$ cat src/rtl/tdrb_pkg.sv
/*
 Package of the trim and dither register bank: offsets, field positions,
 reset values and bus widths.
 Assumes an APB slave with 32-bit data; register offsets are word indexes.
*/
// What this block does
// - Channel A gain trim, 8-bit, fuse-loaded, writable
// - Channel B gain trim, 8-bit, fuse-loaded, writable
// - Reference trim in 3:0, 7:4 reserved
// - Channel A termination trim, fuse-loaded, writable
// - Channel B termination trim, fuse-loaded, writable
// - Bit 0 enables dither, resets to 1, then fuse-loaded
// - Bit 1 selects large dither amplitude
// - Bit 2 places subtraction rounding error
// - Dither bits 7:3 reserved, read as zero
package tdrb_pkg;
   localparam int unsigned ADDR_W = 12;
   localparam int unsigned DATA_W = 32;
   localparam int unsigned REG_W  = 8;

   // Printed offsets are not all multiples of four: they are word indexes
   localparam logic [9:0] IDX_GAIN_A = 10'h07A;
   localparam logic [9:0] IDX_GAIN_B = 10'h07B;
   localparam logic [9:0] IDX_REF    = 10'h07C;
   localparam logic [9:0] IDX_TERM_A = 10'h07E;
   localparam logic [9:0] IDX_TERM_B = 10'h07F;
   localparam logic [9:0] IDX_DITHER = 10'h09D;

   // Field positions
   localparam int unsigned REF_MSB      = 3;
   localparam int unsigned DITH_EN_BIT  = 0;
   localparam int unsigned DITH_AMP_BIT = 1;
   localparam int unsigned DITH_ERR_BIT = 2;
   localparam int unsigned DITH_MSB     = 2;

   // Printed reset values, used while the fuse image is not yet loaded
   localparam logic [7:0] RST_TRIM   = 8'h00;
   localparam logic [7:0] RST_DITHER = 8'h01;
   localparam logic [7:0] REF_MASK   = 8'h0F;
   localparam logic [7:0] DITH_MASK  = 8'h07;
endpackage : tdrb_pkg

$ cat src/rtl/tdrb_wr_if.sv
/*
 Interface carrying decoded register writes from the APB decode to the
 register storage. Assumes a single clock shared by both ends.
*/
`timescale 1ns/100ps
`default_nettype none
interface tdrb_wr_if;
   logic [5:0] sel;   // One-hot register select, order gain A..dither
   logic       we;    // Write strobe, one cycle
   logic [7:0] wdata; // Low byte of write data
   logic       load;  // Fuse load pulse, wins over a write
   logic [7:0] fuse [6];
   modport master (output sel, output we, output wdata, output load, output fuse);
   modport slave  (input sel, input we, input wdata, input load, input fuse);
endinterface : tdrb_wr_if
`default_nettype wire

$ cat src/rtl/tdrb_store.sv
/*
 Register storage for the six trim and dither registers.
 Assumes writes and fuse loads arrive over tdrb_wr_if on pclk.
*/
`timescale 1ns/100ps
`default_nettype none
module tdrb_store (
   input  wire logic        pclk,
   input  wire logic        presetn,
   tdrb_wr_if.slave         wr,
   output logic [7:0]       q [6]
);
   // Reserved bits are kept at zero so reads show them as zero
   function automatic logic [7:0] field_mask(input int unsigned i);
      if (i == 2)
         return tdrb_pkg::REF_MASK;
      else if (i == 5)
         return tdrb_pkg::DITH_MASK;
      else
         return 8'hFF;
   endfunction

   // Fuse load wins; otherwise a written value holds until the next write or reset
   for (genvar g = 0; g < 6; g++) begin : g_reg
      always_ff @(posedge pclk or negedge presetn) begin
         if (!presetn) begin
            q[g] <= (g == 5) ? tdrb_pkg::RST_DITHER : tdrb_pkg::RST_TRIM;
         end else if (wr.load) begin
            q[g] <= wr.fuse[g] & field_mask(g);
         end else if (wr.we && wr.sel[g]) begin
            q[g] <= wr.wdata & field_mask(g);
         end
      end
   end
endmodule : tdrb_store
`default_nettype wire

$ cat src/rtl/tdrb_top.sv
/*
 Trim and dither register bank: APB slave, fuse load after reset, and the
 trim and dither outputs to the analog side.
 Assumes fuse_* inputs are stable from reset release onward, synchronous to pclk.
*/
// The APB register port was chosen for this implementation.
`timescale 1ns/100ps
`default_nettype none
module tdrb_top (
   input  wire logic        pclk,
   input  wire logic        presetn,
   input  wire logic        psel,
   input  wire logic        penable,
   input  wire logic        pwrite,
   input  wire logic [11:0] paddr,
   input  wire logic [31:0] pwdata,
   input  wire logic [3:0]  pstrb,
   output logic      [31:0] prdata,
   output logic             pready,
   output logic             pslverr,
   input  wire logic [7:0]  fuse_gain_chan_a,
   input  wire logic [7:0]  fuse_gain_chan_b,
   input  wire logic [7:0]  fuse_reference,
   input  wire logic [7:0]  fuse_term_chan_a,
   input  wire logic [7:0]  fuse_term_chan_b,
   input  wire logic [7:0]  fuse_dither,
   output logic      [7:0]  gain_trim_chan_a,
   output logic      [7:0]  gain_trim_chan_b,
   output logic      [3:0]  reference_adjust,
   output logic      [7:0]  termination_adjust_chan_a,
   output logic      [7:0]  termination_adjust_chan_b,
   output logic             dither_enable,
   output logic             dither_amplitude_select,
   output logic             rounding_error_placement,
   output logic             fuse_loaded
);
   tdrb_wr_if wr ();
   logic [7:0] q [6];
   logic       load_done_reg;
   logic [31:0] prdata_reg;
   logic       slverr_reg;

   // Address decode: word index, misaligned or unmapped is an error
   wire        aligned = (paddr[1:0] == 2'b00);
   wire [9:0]  idx     = paddr[11:2];
   wire [5:0]  hit;
   assign hit[0] = aligned && idx == tdrb_pkg::IDX_GAIN_A;
   assign hit[1] = aligned && idx == tdrb_pkg::IDX_GAIN_B;
   assign hit[2] = aligned && idx == tdrb_pkg::IDX_REF;
   assign hit[3] = aligned && idx == tdrb_pkg::IDX_TERM_A;
   assign hit[4] = aligned && idx == tdrb_pkg::IDX_TERM_B;
   assign hit[5] = aligned && idx == tdrb_pkg::IDX_DITHER;
   wire        mapped = |hit;
   wire        access = psel && penable;
   // Only the low byte lane carries register data; other lanes are ignored
   wire        wr_ok  = access && pwrite && mapped && pstrb[0];

   // Write path and one fuse load in the first cycle after reset release
   assign wr.sel   = hit;
   assign wr.we    = wr_ok && load_done_reg;
   assign wr.wdata = pwdata[7:0];
   assign wr.load  = !load_done_reg;
   assign wr.fuse[0] = fuse_gain_chan_a;
   assign wr.fuse[1] = fuse_gain_chan_b;
   assign wr.fuse[2] = fuse_reference;
   assign wr.fuse[3] = fuse_term_chan_a;
   assign wr.fuse[4] = fuse_term_chan_b;
   assign wr.fuse[5] = fuse_dither;

   tdrb_store u_store (
      .pclk    (pclk),
      .presetn (presetn),
      .wr      (wr.slave),
      .q       (q)
   );

   // Load flag: strap-style capture after release, never from a port under reset
   always_ff @(posedge pclk or negedge presetn) begin
      if (!presetn)
         load_done_reg <= 1'b0;
      else
         load_done_reg <= 1'b1;
   end

   // Read mux, registered at the setup phase so prdata comes from flip-flops
   wire [7:0] rd_byte = ({8{hit[0]}} & q[0]) | ({8{hit[1]}} & q[1]) |
                        ({8{hit[2]}} & q[2]) | ({8{hit[3]}} & q[3]) |
                        ({8{hit[4]}} & q[4]) | ({8{hit[5]}} & q[5]);
   always_ff @(posedge pclk or negedge presetn) begin
      if (!presetn) begin
         prdata_reg <= 32'h0000_0000;
         slverr_reg <= 1'b0;
      end else if (psel && !penable) begin
         prdata_reg <= {24'h00_0000, rd_byte};
         slverr_reg <= !mapped;
      end
   end

   // Zero wait states after the fuse load; the load cycle stretches access
   assign pready  = load_done_reg;
   assign prdata  = prdata_reg;
   assign pslverr = access && slverr_reg;

   // Analog control outputs
   assign gain_trim_chan_a          = q[0];
   assign gain_trim_chan_b          = q[1];
   assign reference_adjust          = q[2][tdrb_pkg::REF_MSB:0];
   assign termination_adjust_chan_a = q[3];
   assign termination_adjust_chan_b = q[4];
   assign dither_enable             = q[5][tdrb_pkg::DITH_EN_BIT];
   assign dither_amplitude_select   = q[5][tdrb_pkg::DITH_AMP_BIT];
   assign rounding_error_placement  = q[5][tdrb_pkg::DITH_ERR_BIT];
   assign fuse_loaded               = load_done_reg;

   // Writes land at the access edge and show on the output next cycle
   a_gain_write: assert property (@(posedge pclk) disable iff (!presetn)
      wr_ok && load_done_reg && hit[0] |=> gain_trim_chan_a == $past(pwdata[7:0]))
      else $error("gain A write not applied");
   a_gainb_write: assert property (@(posedge pclk) disable iff (!presetn)
      wr_ok && load_done_reg && hit[1] |=> gain_trim_chan_b == $past(pwdata[7:0]))
      else $error("gain B write not applied");
   a_ref_reserved: assert property (@(posedge pclk) disable iff (!presetn)
      q[2][7:4] == 4'h0)
      else $error("reference reserved bits nonzero");
   a_terma_write: assert property (@(posedge pclk) disable iff (!presetn)
      wr_ok && load_done_reg && hit[3] |=> termination_adjust_chan_a == $past(pwdata[7:0]))
      else $error("termination A write not applied");
   a_termb_write: assert property (@(posedge pclk) disable iff (!presetn)
      wr_ok && load_done_reg && hit[4] |=> termination_adjust_chan_b == $past(pwdata[7:0]))
      else $error("termination B write not applied");
   a_dither_load: assert property (@(posedge pclk) disable iff (!presetn)
      !load_done_reg |=> dither_enable == $past(fuse_dither[0])
                         && dither_amplitude_select == $past(fuse_dither[1]))
      else $error("dither fuse load wrong");
   a_dither_write: assert property (@(posedge pclk) disable iff (!presetn)
      wr_ok && load_done_reg && hit[5] |=> dither_enable == $past(pwdata[0])
                                          && dither_amplitude_select == $past(pwdata[1]))
      else $error("dither write not applied");
   a_err_bit_write: assert property (@(posedge pclk) disable iff (!presetn)
      wr_ok && load_done_reg && hit[5] |=> rounding_error_placement == $past(pwdata[2]))
      else $error("rounding bit write not applied");
   a_dith_reserved: assert property (@(posedge pclk) disable iff (!presetn)
      q[5][7:3] == 5'h00)
      else $error("dither reserved bits nonzero");
   a_value_holds: assert property (@(posedge pclk) disable iff (!presetn)
      load_done_reg && !(wr_ok && hit[0]) |=> $stable(gain_trim_chan_a))
      else $error("gain A changed without write");
endmodule : tdrb_top
`default_nettype wire

$ cat config.mk
export PLATFORM = sky130hd
export DESIGN_NAME = tdrb_top
export DESIGN_NICKNAME = d
export VERILOG_FILES = /design/src/rtl/tdrb_pkg.sv /design/src/rtl/tdrb_wr_if.sv /design/src/rtl/tdrb_store.sv /design/src/rtl/tdrb_top.sv
export SDC_FILE = /design/constraint.sdc
export NUM_CORES = 1
export LEC_CHECK = 0
export ABC_AREA = 1
export BUFFER_PORTS_ARGS = -buffer_cell sky130_fd_sc_hd__buf_2
export CORE_MARGIN = 1
export CORE_UTILIZATION = 27
export CTS_CLUSTER_DIAMETER = 120
export DETAILED_ROUTE_END_ITERATION = 10
export PLACE_DENSITY = 0.54
export SETUP_SLACK_MARGIN = 0.3
export SYNTH_ARGS = -nofsm -noshare
export SYNTH_HDL_FRONTEND = slang
export SYNTH_HIERARCHICAL = 1
export SYNTH_SLANG_ARGS = --single-unit
$ cat constraint.sdc
create_clock -name pclk -period 1.85 [get_ports pclk]
set_input_delay 0.0925 -clock pclk [delete_from_list [all_inputs] [get_ports pclk]]
set_output_delay 0.0925 -clock pclk [all_outputs]
set_load 0.01 [all_outputs]
# Word-level counts from Yosys, hierarchy flattened
# Index checks and enable logic that the tools add are counted.
[classes] n_eq_ne=12 muxes=12 bitwise_logic=11 n_reduce_logical=23
[op_table] cell="2-to-1 mux 8 bit" count=12
[op_table] cell="equality test 10 x 7 -> 1 bit (second input constant)" count=5
[op_table] cell="bitwise AND 8 bit" count=6
[op_table] cell="OR 8 bit" count=5
[op_table] cell="logical AND 1 bit" count=19
[op_table] cell="!= test 2 x 1 -> 1 bit (second input constant)" count=6
[op_table] cell="equality test 10 x 8 -> 1 bit (second input constant)" count=1
[op_table] cell="OR reduction 6 bit" count=1
[op_table] cell="zero test 1 bit" count=2
[op_table] cell="zero test 2 bit" count=1
[word_totals] regBits=58 input_bits=101 out_inout_bits=74 elab_cells=67

# Logic depth before layout (Yosys ltp)
# Gate-level depths: netlist (run 1).
[depth] word_depth=9 depth_mapped=13 depth_no_buf=12

# By module
# The synthesis (run 1) kept the hierarchy.
[by_module_without_submodules] mod="tdrb_store" n_inst=1 cells_each=275 area_per_inst_um2=1973.1 seq_area_each_um2=977.2
[by_module_without_submodules] mod="tdrb_top" n_inst=1 cells_each=222 area_per_inst_um2=1417.6 seq_area_each_um2=250.2

# Worst setup path after synthesis (run 1)
# OpenSTA, ideal clock, no wires.
[synth_path] kind="input to register" start="input paddr[10]" end="register u_store/q[40] (netlist name)" setup_ns=0.066 arrival_ns=1.414 required_ns=1.784 slack_ns=0.370 path_stages=12 n_path_buf=1 cell_sequence="inv_1 > nand2_1 > nor2_4 > nand3_4 > nand2_1 > inv_1 > a21oi_1 > buf_2 > nand2_1 > nand2_2 > nand2_1 > nand2_1"
[synth_between] elab_chain_len=8 word_cells_on_any_way=18 cone_classes="eq/ne: 7; reduce/logical: 11"
[synth_lines] item="start: declaration" line_no="tdrb_top.sv:15" source="input wire logic [11:0] paddr,"
[synth_lines] item="equality test 10 x 7 -> 1 bit, or another cell as far along" line_no="tdrb_top.sv:47" source="assign hit[0] = aligned && idx == tdrb_pkg::IDX_GAIN_A;"
[synth_lines] item="logical AND 1 bit, or another cell as far along" line_no="tdrb_top.sv:47"
[synth_lines] item="OR reduction 6 bit (*)" line_no="tdrb_top.sv:53" source="wire mapped = |hit;"
[synth_lines] item="logical AND 1 bit (*) (2 in a row)" line_no="tdrb_top.sv:56" source="wire wr_ok = access && pwrite && mapped && pstrb[0];"
[synth_lines] item="logical AND 1 bit (*)" line_no="tdrb_top.sv:60" source="assign wr.we = wr_ok && load_done_reg;"
[synth_lines] item="net wr.we" line_no="tdrb_wr_if.sv:9" source="logic we;"
[synth_lines] item="logical AND 1 bit (*)" line_no="tdrb_store.sv:30" source="end else if (wr.we && wr.sel[g]) begin"
[synth_lines] item="!= test 2 x 1 -> 1 bit (no source line) (*)"
[synth_lines] item="end signal: indexed assignment" line_no="tdrb_store.sv:27" source="q[g] <= (g == 5) ? tdrb_pkg::RST_DITHER : tdrb_pkg::RST_TRIM;"
[synth_lines] item="end signal: indexed assignment" line_no="tdrb_store.sv:29" source="q[g] <= wr.fuse[g] & field_mask(g);"
[synth_lines] item="end signal: indexed assignment" line_no="tdrb_store.sv:31" source="q[g] <= wr.wdata & field_mask(g);"
[synth_lines] item="end: declaration" line_no="tdrb_store.sv:11" source="output logic [7:0] q [6]"
# The timed path passes the listed nets; every way through them passes the cells marked *.
# A chain may end at the register's enable or synchronous reset.

# Worst setup path after layout (run 1)
[layout_path] start="register load_done_reg (netlist: fuse_loaded)" end="register u_store/q[2] (netlist name)"
[layout_between] elab_chain_len=3 word_cells_on_any_way=4 cone_classes="eq/ne: 1; mux: 1; reduce/logical: 2"
[layout_lines] item="start: declaration" line_no="tdrb_top.sv:39" source="logic load_done_reg;"
[layout_lines] item="start signal: assignment" line_no="tdrb_top.sv:80" source="load_done_reg <= 1'b0;"
[layout_lines] item="start signal: assignment" line_no="tdrb_top.sv:82" source="load_done_reg <= 1'b1;"
[layout_lines] item="logical AND 1 bit" line_no="tdrb_top.sv:60"
[layout_lines] item="logical AND 1 bit" line_no="tdrb_store.sv:30"
[layout_lines] item="!= test 2 x 1 -> 1 bit (no source line)"
# Parallel ways exist; a longest one is shown, timed or not.

==> summary.txt, run 1 <==
Synth
  • YS warnings: 6
  • Largest area contributor in the netlist: dfrtp_1
  • Sequential share of the synthesized area: roughly 36%
  • Synth area leaders: dfrtp_1 35%, nand2_1 24%, nand3_1 9.9%, buf_4 8.6%, nor2_1 4.2%
  • Synth Cell Area: 0.00339 mm2
  • Distinct cell type count after synthesis: 27
  • Avg Cell Area, Syn: 6.82 um2
  • Yosys reg bits: 49
  • Yosys top cell area share: 35.4%
  • Post-synthesis cell count: 497

Floorplanning
  • # rows: 40
  • Core area: between 0.01 and 0.015 mm2
  • # IOs: 175
  • Die Wd: 114 um
  • Die Height: 114 um
  • Die area: 0.0130 mm2
  • Starting Density: 28.0%

Power
  • Peak VDD IR: 0.394 mV
  • Leakage: 2.56 nW
  • Power per Cell Area: 700 mW/mm2

STA
  • Worst slew margin: 57.8%
  • Setup violators final: 0
  • Skew final: 0.00650 ns
  • Min Tclk post-route: 1.50 ns
  • Final setup TNS: 0 ns
  • Max Fclk: 0.669 GHz
  • Final WS setup: 0.355 ns
  • Pins Over Slew Limit: 0
  • RSZ-0062 raised after global routing: yes
  • Least-Margin Pin Slew: 0.633 ns
  • Tcrit/Tclk final: between 80 and 90%
  • Final Hold Viols: 0

CTS
  • Root Buffer: clkbuf_16
  • Clock Tree Buf Depth: 2
  • H-tree depth: 2
  • Clk slew on worst S/H paths: 0.07 ns
  • TritonCTS Sinks: between 40 and 50
  • CTS tree: done
  • Worst skew pair latency: 0.29 ns
  • TritonCTS buffer count: 5

Outcome
  • Outcome: completed

Routing
  • Detailed Route WL: 10600 um
  • Number of DRC markers in iteration 0: 186
  • DR pass1 iterations: 5
  • Antenna Nets Post-Route: 0
  • Via density per instance: 4.31
  • DR DRC count: 0
  • Via count: 3410
  • Wire length per cell: about 13 um

Final layout
  • Register area: 0.00123 mm2
  • Fill cells: roughly 1300
  • Layout cells sized above 1: 29.2%
  • Max FFs per register: 39
  • Synth-to-layout area growth: 26.0%
  • Multi-input gate area: between 0.0015 and 0.002 mm2
  • Nets: 723
  • Diodes inserted: 0

Setup path
  • CP Cell Sequence: inv_1, inv_2, nand2_1, nand2_1, nand2_1, nand2_1
  • Bufs and invs on worst path: 2
  • Worst Path Class, Setup: flop to flop
  • Worst Reg-to-Reg Cells: 6
  • CP top delay family: simple AND/OR/NAND/NOR gates
  • Type of origin of the critical path: flop
  • Critical path depth: 6
  • CP Capture Type: flop
  • CP Data Arrival Time: 1.73 ns
  • Max stage delay cell, worst path: dfrtp_1
  • Reg-to-reg startpoint: fuse_loaded
  • Slowest stage delay, CP: 0.38 ns
  • Crit path max fanout: 19
  • Crit path launch: fuse_loaded
  • Cell repeated most along the worst path: nand2_1
  • Req. time, crit path: 2.08 ns

Global routing
  • Gr usage total: approximately 17%
  • First-pass GRT wire length: 16700 um
  • Total congestion overflow: 0
  • Antenna violations before repair: 0
  • Vias in the first global route: between 3000 and 4000
  • Largest net degree at the start of global routing: 50

Placement
  • Port bufs: 114
  • Post-detail-place hpwl: 8370 um
  • Gpl congestion: ~0.86
  • Placement Setup Slack: about 0.025 ns

Worst hold path
  • Hold Path Depth: 3
  • Hold Path Class: input port to flop
  • Hold Path Origin: penable

Job
  • Max cap viols: 0
-- kinds of logic after synthesis --
group / synth area share, %
buf+inv: 14.6
compound gates: 1.70
other cells: 0.332
simple gates: 47.1
flops: 36.2
-- final timing paths --
check	slack, ns	end
max reg2reg	0.35	u_store/q[2]
max in group asynchronous	0.97	u_store/q[43]
min reg2reg	0.51	slverr_reg
min	0.08	slverr_reg
min in group asynchronous	0.45	slverr_reg
max	0.35	u_store/q[2]
-- where the power goes --
group	total [mW]	internal [mW]	switching, mW
Combinational	0.619	0.239	0.380
Clock	1.07	0.676	0.396
Sequential	1.30	1.19	0.112
-- cell usage after synthesis (all sizes together) --
master and instances:
clkinv 1, dfstp 1, conb 3, nand4 2
clkbuf 2, a21oi 9, nor2 47, o21ai 1
nand2 223, dfrtp 48, buf 47, or2 1
nand3 80, inv 32
-- tightest hold or removal path: stages --
cell and delay, ns:
buf_2 0.10, o21ai_0 0.08, nand2_1 0.06
-- metrics by stage --
step | utilization, % | cell area (um2) | hold WS (ns) | std cells | total power [mW]
finish | 35.3 | 4270 | 0.0784 | 791 | 2.99
global placement | 33.5 | 4060 | 0.233 | 780 | 1.93
CTS | 35.0 | 4240 | 0.0773 | 789 | 3.01
floorplan | - | 3510 | -0.203 | 528 | 1.67
global route | 35.3 | 4270 | 0.0849 | 791 | 3.16
detailed placement | 33.5 | 4060 | 0.247 | 780 | 1.94
-- cells in the final DEF (no fill, tap or decap), types with 2 or more instances in the layout --
cell / instances
buf_2: 114
buf_4: 21
nand2_1: 213
conb_1: 34
inv_1: 30
nor2_1: 37
nand2_2: 8
clkbuf_16: 5
a21oi_1: 7
nand3_1: 67
inv_2: 2
nand2_4: 2
a21oi_2: 2
nand3_2: 12
nand4_1: 2
nor2_8: 2
nor2_2: 4
nor2_4: 4
dfrtp_1: 48
-- cell type report --
cell class,instances,share of cell area (%)
clock inverter,1,0.703
clock buffer,7,3.34
inverter,33,2.93
multi-input combinational,397,42.1
tap,168,4.92
sequential,49,28.7
timing repair buffer,136,17.3
-- what timing repair did --
action | CTS | global route
buffers inserted | 0 | 2
hold buffers | 1 | 0
endpoints found under the setup margin | 0 | 32
endpoints found under the hold margin | 48 | 0
gates resized for setup | 0 | 5
-- routing by layer --
metal  track usage [%]  share of wire (%)  up-vias
li1                  -                  -     1730
met3              2.38                5.6       18
met4              6.06                2.9        0
met2              27.0                 46      133
met5                 0                  0        -
met1              22.5                 46     1529
Note: power is estimated with default switching activity, not from simulation.
==> run 2, diff against run 1 <==
- PLACE_DENSITY: 0.54 -> 0.56
- clock period: 1.85 -> 1.2 ns (I/O delays scaled with it)
==> run 2 against run 1 <==
Compared with the run above:
- the run now ends with setup timing left
- sequential cell count is the same
- clock skew shrank 0.0017 ns
- non-clock buffer count grew 36
- first-iteration DRC count grew 17%
- via count grew 6.1%
- critical path depth grew 1
- die area is the same
- combinational power grew 100%
- routed wire length grew 8.1%
- setup slack lost 0.55 ns
- maximum frequency grew 7.2%
- worst hold slack lost 0.028 ns
- critical path type unchanged
==> summary.txt, run 2 (synthesis gave the netlist of run 1 again) <==
Outcome
  • Outcome: finished with violations
  • Failing checks: setup timing

Floorplanning
  • Die Wd: 114 um
  • Core area: approximately 0.012 mm2
  • # IOs: 175
  • Die area: 0.0130 mm2
  • Starting Density: around 28%
  • Die Height: 114 um
  • # rows: 40

CTS
  • Clk slew on worst S/H paths: about 0.070 ns
  • TritonCTS buffer count: 5
  • Worst skew pair latency: 0.29 ns
  • Clock Tree Buf Depth: 2
  • Root Buffer: clkbuf_16
  • CTS tree: done
  • TritonCTS Sinks: 49
  • H-tree depth: 2

Setup path
  • CP Capture Type: flop
  • CP Data Arrival Time: 1.63 ns
  • Setup slack, reg-to-reg: -0.19 ns
  • CP Cell Sequence: nand4_1, a21oi_2, buf_12, nand2_4, nand2_4, nand2_1, nand2_1
  • Type of origin of the critical path: flop
  • Max stage delay cell, worst path: dfrtp_1
  • Worst Path Class, Setup: flop to flop
  • Req. time, crit path: 1.43 ns
  • Crit path max fanout: 9
  • Slowest stage delay, CP: 0.37 ns

Global routing
  • Antenna violations before repair: 0
  • First-pass GRT wire length: 17900 um
  • Vias in the first global route: approximately 3500
  • Largest net degree at the start of global routing: 40
  • Gr usage total: 17.9%
  • Total congestion overflow: 0

Power
  • Leakage: 2.88 nW
  • Peak VDD IR: 0.531 mV
  • Clk pwr share: 30.5%
  • Sw Ratio: 32.1%
  • P_sw: approximately 1.5 mW
  • Flop pwr share: 42.9%
  • Int Power: 3.20 mW
  • Power per Cell Area: 933 mW/mm2
  • Combinational share of power: 26.6%

Routing
  • Wire length per cell: 13.8 um
  • Detailed Route WL: 11400 um
  • Via density per instance: 4.37
  • Via count: 3617
  • Number of DRC markers in iteration 0: ~220
  • DR pass1 iterations: 4
  • DR DRC count: 0
  • Antenna Nets Post-Route: 0

Final layout
  • Nets: 760
  • Max FFs per register: 39
  • Diodes inserted: 0
  • Synth-to-layout area growth: 48.9%
  • Commonest non-fill, non-tap cell in the layout: nand2_1
  • Fill cells: 1297
  • Final core utilization: a little over two fifths
  • Layout cells sized above 1: 41.1%
  • Most frequent cells in the layout: 193 x nand2_1, 95 x buf_2, 60 x nand3_1

Placement
  • Post-detail-place hpwl: 8790 um
  • Placement Setup Slack: -0.329 ns
  • Port bufs: 114
  • Gpl congestion: 0.870

Job
  • Max cap viols: 0

STA
  • Max Fclk: 0.717 GHz
  • Min Tclk post-route: 1.39 ns
  • Final WS setup: -0.195 ns
  • RSZ-0062 raised after global routing: yes
  • Final Hold Viols: 0
  • Skew final: 0.00480 ns
  • Tcrit/Tclk final: 116%
  • Setup violators final: 39
  • Pins Over Slew Limit: 0

Worst hold path
  • Hold Path Class: input port to flop
[run 2: cell count changes in the layout (fill, tap and decap cells not counted), moves of 5 or more]
cell	delta
nand2_1	-20
nor2_2	+10
nand3_1	-7
nand2_4	+5
buf_4	+20
inv_1	-5
buf_6	+25
buf_2	-19
nand2_2	+10
buf_12	+8
nand2_8	+6
nand3_2	+7
nor2_1	-13
inv_2	+5
[run 2: power groups by stage]
| stage | registers [mW] | clock network, mW | logic (mW) |
|---|---|---|---|
| 2_1_floorplan | 2.06 | 0 | 0.530 |
| 3_3_place_gp | 2.04 | 0 | 1.03 |
| 3_5_place_dp | 2.04 | 0 | 1.03 |
| 4_1_cts | 2.01 | 1.46 | 1.13 |
| 5_1_grt | 2.04 | 1.52 | 1.39 |
| 6_report | 2.02 | 1.44 | 1.25 |
[run 2: cell type report]
cell class	count	area, um2	share of cell area, %
clock buffer	5	125	2.48
timing repair buffer	172	1270	25.2
inverter	33	129	2.55
multi-input combinational	398	2060	40.8
clock inverter	3	21.3	0.421
tap	168	210	4.16
sequential	49	1230	24.4
[run 2: layer usage]
layer,up-vias,part of all wire [%],global-route usage (%)
li1,1812,-,-
met1,1633,45,24.6
met2,151,45,28.6
met3,21,6.6,2.75
met4,0,2.8,5.97
met5,-,0,0
[run 2: final timing paths]
| check | start | end | depth (start not counted) |
|---|---|---|---|
| max | fuse_loaded | u_store/q[33] | 7 |
| min | fuse_term_chan_a[2] | u_store/q[18] | 5 |
| max reg2reg | fuse_loaded | u_store/q[33] | 7 |
| min reg2reg | prdata[4] | prdata[4] | 2 |
| max in group asynchronous | presetn | u_store/q[0] | 3 |
| min in group asynchronous | presetn | fuse_loaded | 2 |
[run 2: per-stage QoR]
step	instance area [um2]	setup TNS (ns)	power, mW	hold slack (ns)	cells
floorplan	3600	-4.71	2.59	-0.236	528
global placement	4290	-11.76	3.07	-0.0148	791
detailed placement	4290	-11.82	3.08	-0.0157	791
CTS	4620	-4.23	4.60	0.0507	812
global route	5050	-8.92	4.95	0.0835	828
finish	5050	-5.90	4.71	0.0509	828
[run 2: worst max-delay path, delay by kind of cell, from the launching register on]
kind / cells / cell delay [ns]
flip-flops: 1 / 0.37
AO/OA/AOI/OAI: 1 / 0.22
AND/OR/NAND/NOR: 5 / 0.53
buffers and inverters: 1 / 0.20
[run 2: what timing repair did]
action	4_1_cts	5_1_grt
hold endpoints to repair	48	0
hold buffers	1	0
gates cloned	0	2
buffers inserted	12	14
gates resized for setup	19	71
endpoints found under the setup margin	89	95
pin swaps	10	26
==> run 3, diff against run 2 <==
- CORE_ASPECT_RATIO: default -> 0.7
- PLACE_DENSITY: 0.56 -> default
- PLACE_DENSITY_LB_ADDON: default -> 0.1
==> run 3 against run 2 <==
Compared with the run above:
- the run still ends with setup timing left
- sequential share of layout area down 0.12 points
- register-to-register slack lost 0.02 ns
- via count is 1.9% lower
- largest power group unchanged
- cell count fell by 0.97%
- clock skew rose by 0.0032 ns
- maximum frequency is 1.5% lower
- design area up 0.40%
- power up 4.8%
- clock-buffer cell count grew 2
- die area is essentially flat
- core utilization rose by 0.65 points
==> summary.txt, run 3 (synthesis gave the netlist of run 1 again) <==
Setup path
  • Worst Path Class, Setup: flop to flop
  • CP Capture Type: flop
  • Setup slack, reg-to-reg: -0.22 ns
  • Crit path max fanout: 8
  • CP Data Arrival Time: 1.65 ns
  • Type of origin of the critical path: flop
  • Req. time, crit path: approximately 1.4 ns

Job
  • Max cap viols: 0

Placement
  • Port bufs: 114
  • Placement Setup Slack: -0.377 ns
  • Cell Count Post-Placement: 787
  • Gpl congestion: 0.828
  • Post-detail-place hpwl: 9340 um
  • DP Area: 0.00431 mm2

CTS
  • Clk slew on worst S/H paths: 0.07 ns
  • TritonCTS Sinks: slightly below 50
  • Worst skew pair latency: 0.29 ns
  • H-tree depth: 2
  • TritonCTS buffer count: 5
  • Clock Tree Buf Depth: 2
  • Root Buffer: clkbuf_16
  • CTS tree: done

STA
  • Min Tclk post-route: 1.42 ns
  • Pins Over Slew Limit: 0
  • Max Fclk: between 0.7 and 0.8 GHz
  • Skew final: 0.00803 ns
  • Final WS setup: -0.217 ns
  • Final Hold Viols: 0
  • Setup violators final: 39
  • RSZ-0062 raised after global routing: yes
  • Tcrit/Tclk final: 118%

Routing
  • Highest metal used: met4
  • DR pass1 iterations: 4
  • Met2 routed WL: ~4900 um
  • Number of DRC markers in iteration 0: 264
  • Met1 Wirelength: 6310 um
  • Antenna Nets Post-Route: 0
  • Via density per instance: 4.33
  • DR DRC count: 0
  • Via count: ~3500
  • Wire length per cell: 14.6 um
  • Detailed Route WL: roughly 12000 um
  • Routed wl met3: 662 um

Final layout
  • Non-Filler Instances: 820
  • Commonest non-fill, non-tap cell in the layout: nand2_1
  • Final core utilization: 42.3%
  • Diodes inserted: 0
  • Synth-to-layout area growth: 49.5%
  • Most frequent cells in the layout: 187 x nand2_1, 102 x buf_2, 66 x nand3_1
  • Nets: approximately 760
  • Layout cells sized above 1: 41.5%
  • Max FFs per register: 39
  • Finished Cell Area: 0.00507 mm2

Outcome
  • Failing checks: setup timing
  • Outcome: finished with violations

Floorplanning
  • Die Wd: 136 um
  • Core area: 0.0120 mm2
  • # IOs: 175
  • Die Height: 95.8 um
  • Die area: 0.0130 mm2
  • Starting Density: 28.3%
  • # rows: 33

Global routing
  • Largest net degree at the start of global routing: 50
  • Vias in the first global route: 3264
  • Antenna violations before repair: 0
  • Total congestion overflow: 0
  • First-pass GRT wire length: 18200 um
  • Gr usage total: 18.8%

Worst hold path
  • Hold Path Class: input port to flop

Power
  • Peak VDD IR: 0.508 mV
  • Power per Cell Area: 974 mW/mm2
  • Leakage: 2.89 nW
  • Total power: between 4 and 5 mW
run 3: cell type report:
type / instances / area, um2
Clock inverter: 1 / 30.0
Multi-Input combinational cell: 398 / 2110
Sequential cell: 49 / 1230
Timing Repair Buffer: 175 / 1230
Clock buffer: 7 / 143
Inverter: 33 / 129
Fill cell: 1288 / 6900
Tap cell: 157 / 196
run 3: routing by layer:
layer | vias to the layer above | global-route usage (%)
li1 | 1818 | -
met1 | 1626 | 29.7
met2 | 98 | 26.4
met3 | 7 | 3.48
met4 | 0 | 2.50
met5 | - | 0
run 3: where the power goes:
group	internal [mW]	switching [mW]
combinational	0.573	0.670
clock	1.04	0.630
sequential	1.83	0.191
run 3: through the flow:
stage	hold slack [ns]	TNS, ns
after floorplan	-0.236	-4.71
after global placement	0.0788	-12.66
after detailed placement	0.0792	-12.66
after CTS	0.0549	-7.31
after global routing	0.0858	-9.11
final	0.0501	-6.90
run 3: final timing paths:
| check | start | endpoint | cells past startpoint |
|---|---|---|---|
| min reg2reg | slverr_reg | slverr_reg | 2 |
| min | fuse_dither[0] | u_store/q[0] | 5 |
| max in group asynchronous | presetn | u_store/q[0] | 3 |
| min in group asynchronous | presetn | prdata[3] | 3 |
| max reg2reg | fuse_loaded | u_store/q[11] | 7 |
| max | fuse_loaded | u_store/q[11] | 7 |
run 3: what timing repair did:
item | CTS | global route
endpoints found under the hold margin | 48 | 0
hold buffers | 1 | 0
resized for setup | 43 | 47
buffers inserted | 12 | 10
cloned | 1 | 1
pin swaps | 23 | 4
endpoints found under the setup margin | 89 | 96
run 3: critical path: stages, from the launching register on:
cell and delay [ns]:
dfrtp_1 0.38, nand4_1 0.20, a21oi_2 0.24, buf_12 0.20, nand2_8 0.09, nand2_8 0.13
nand2_2 0.06, nand2_1 0.05
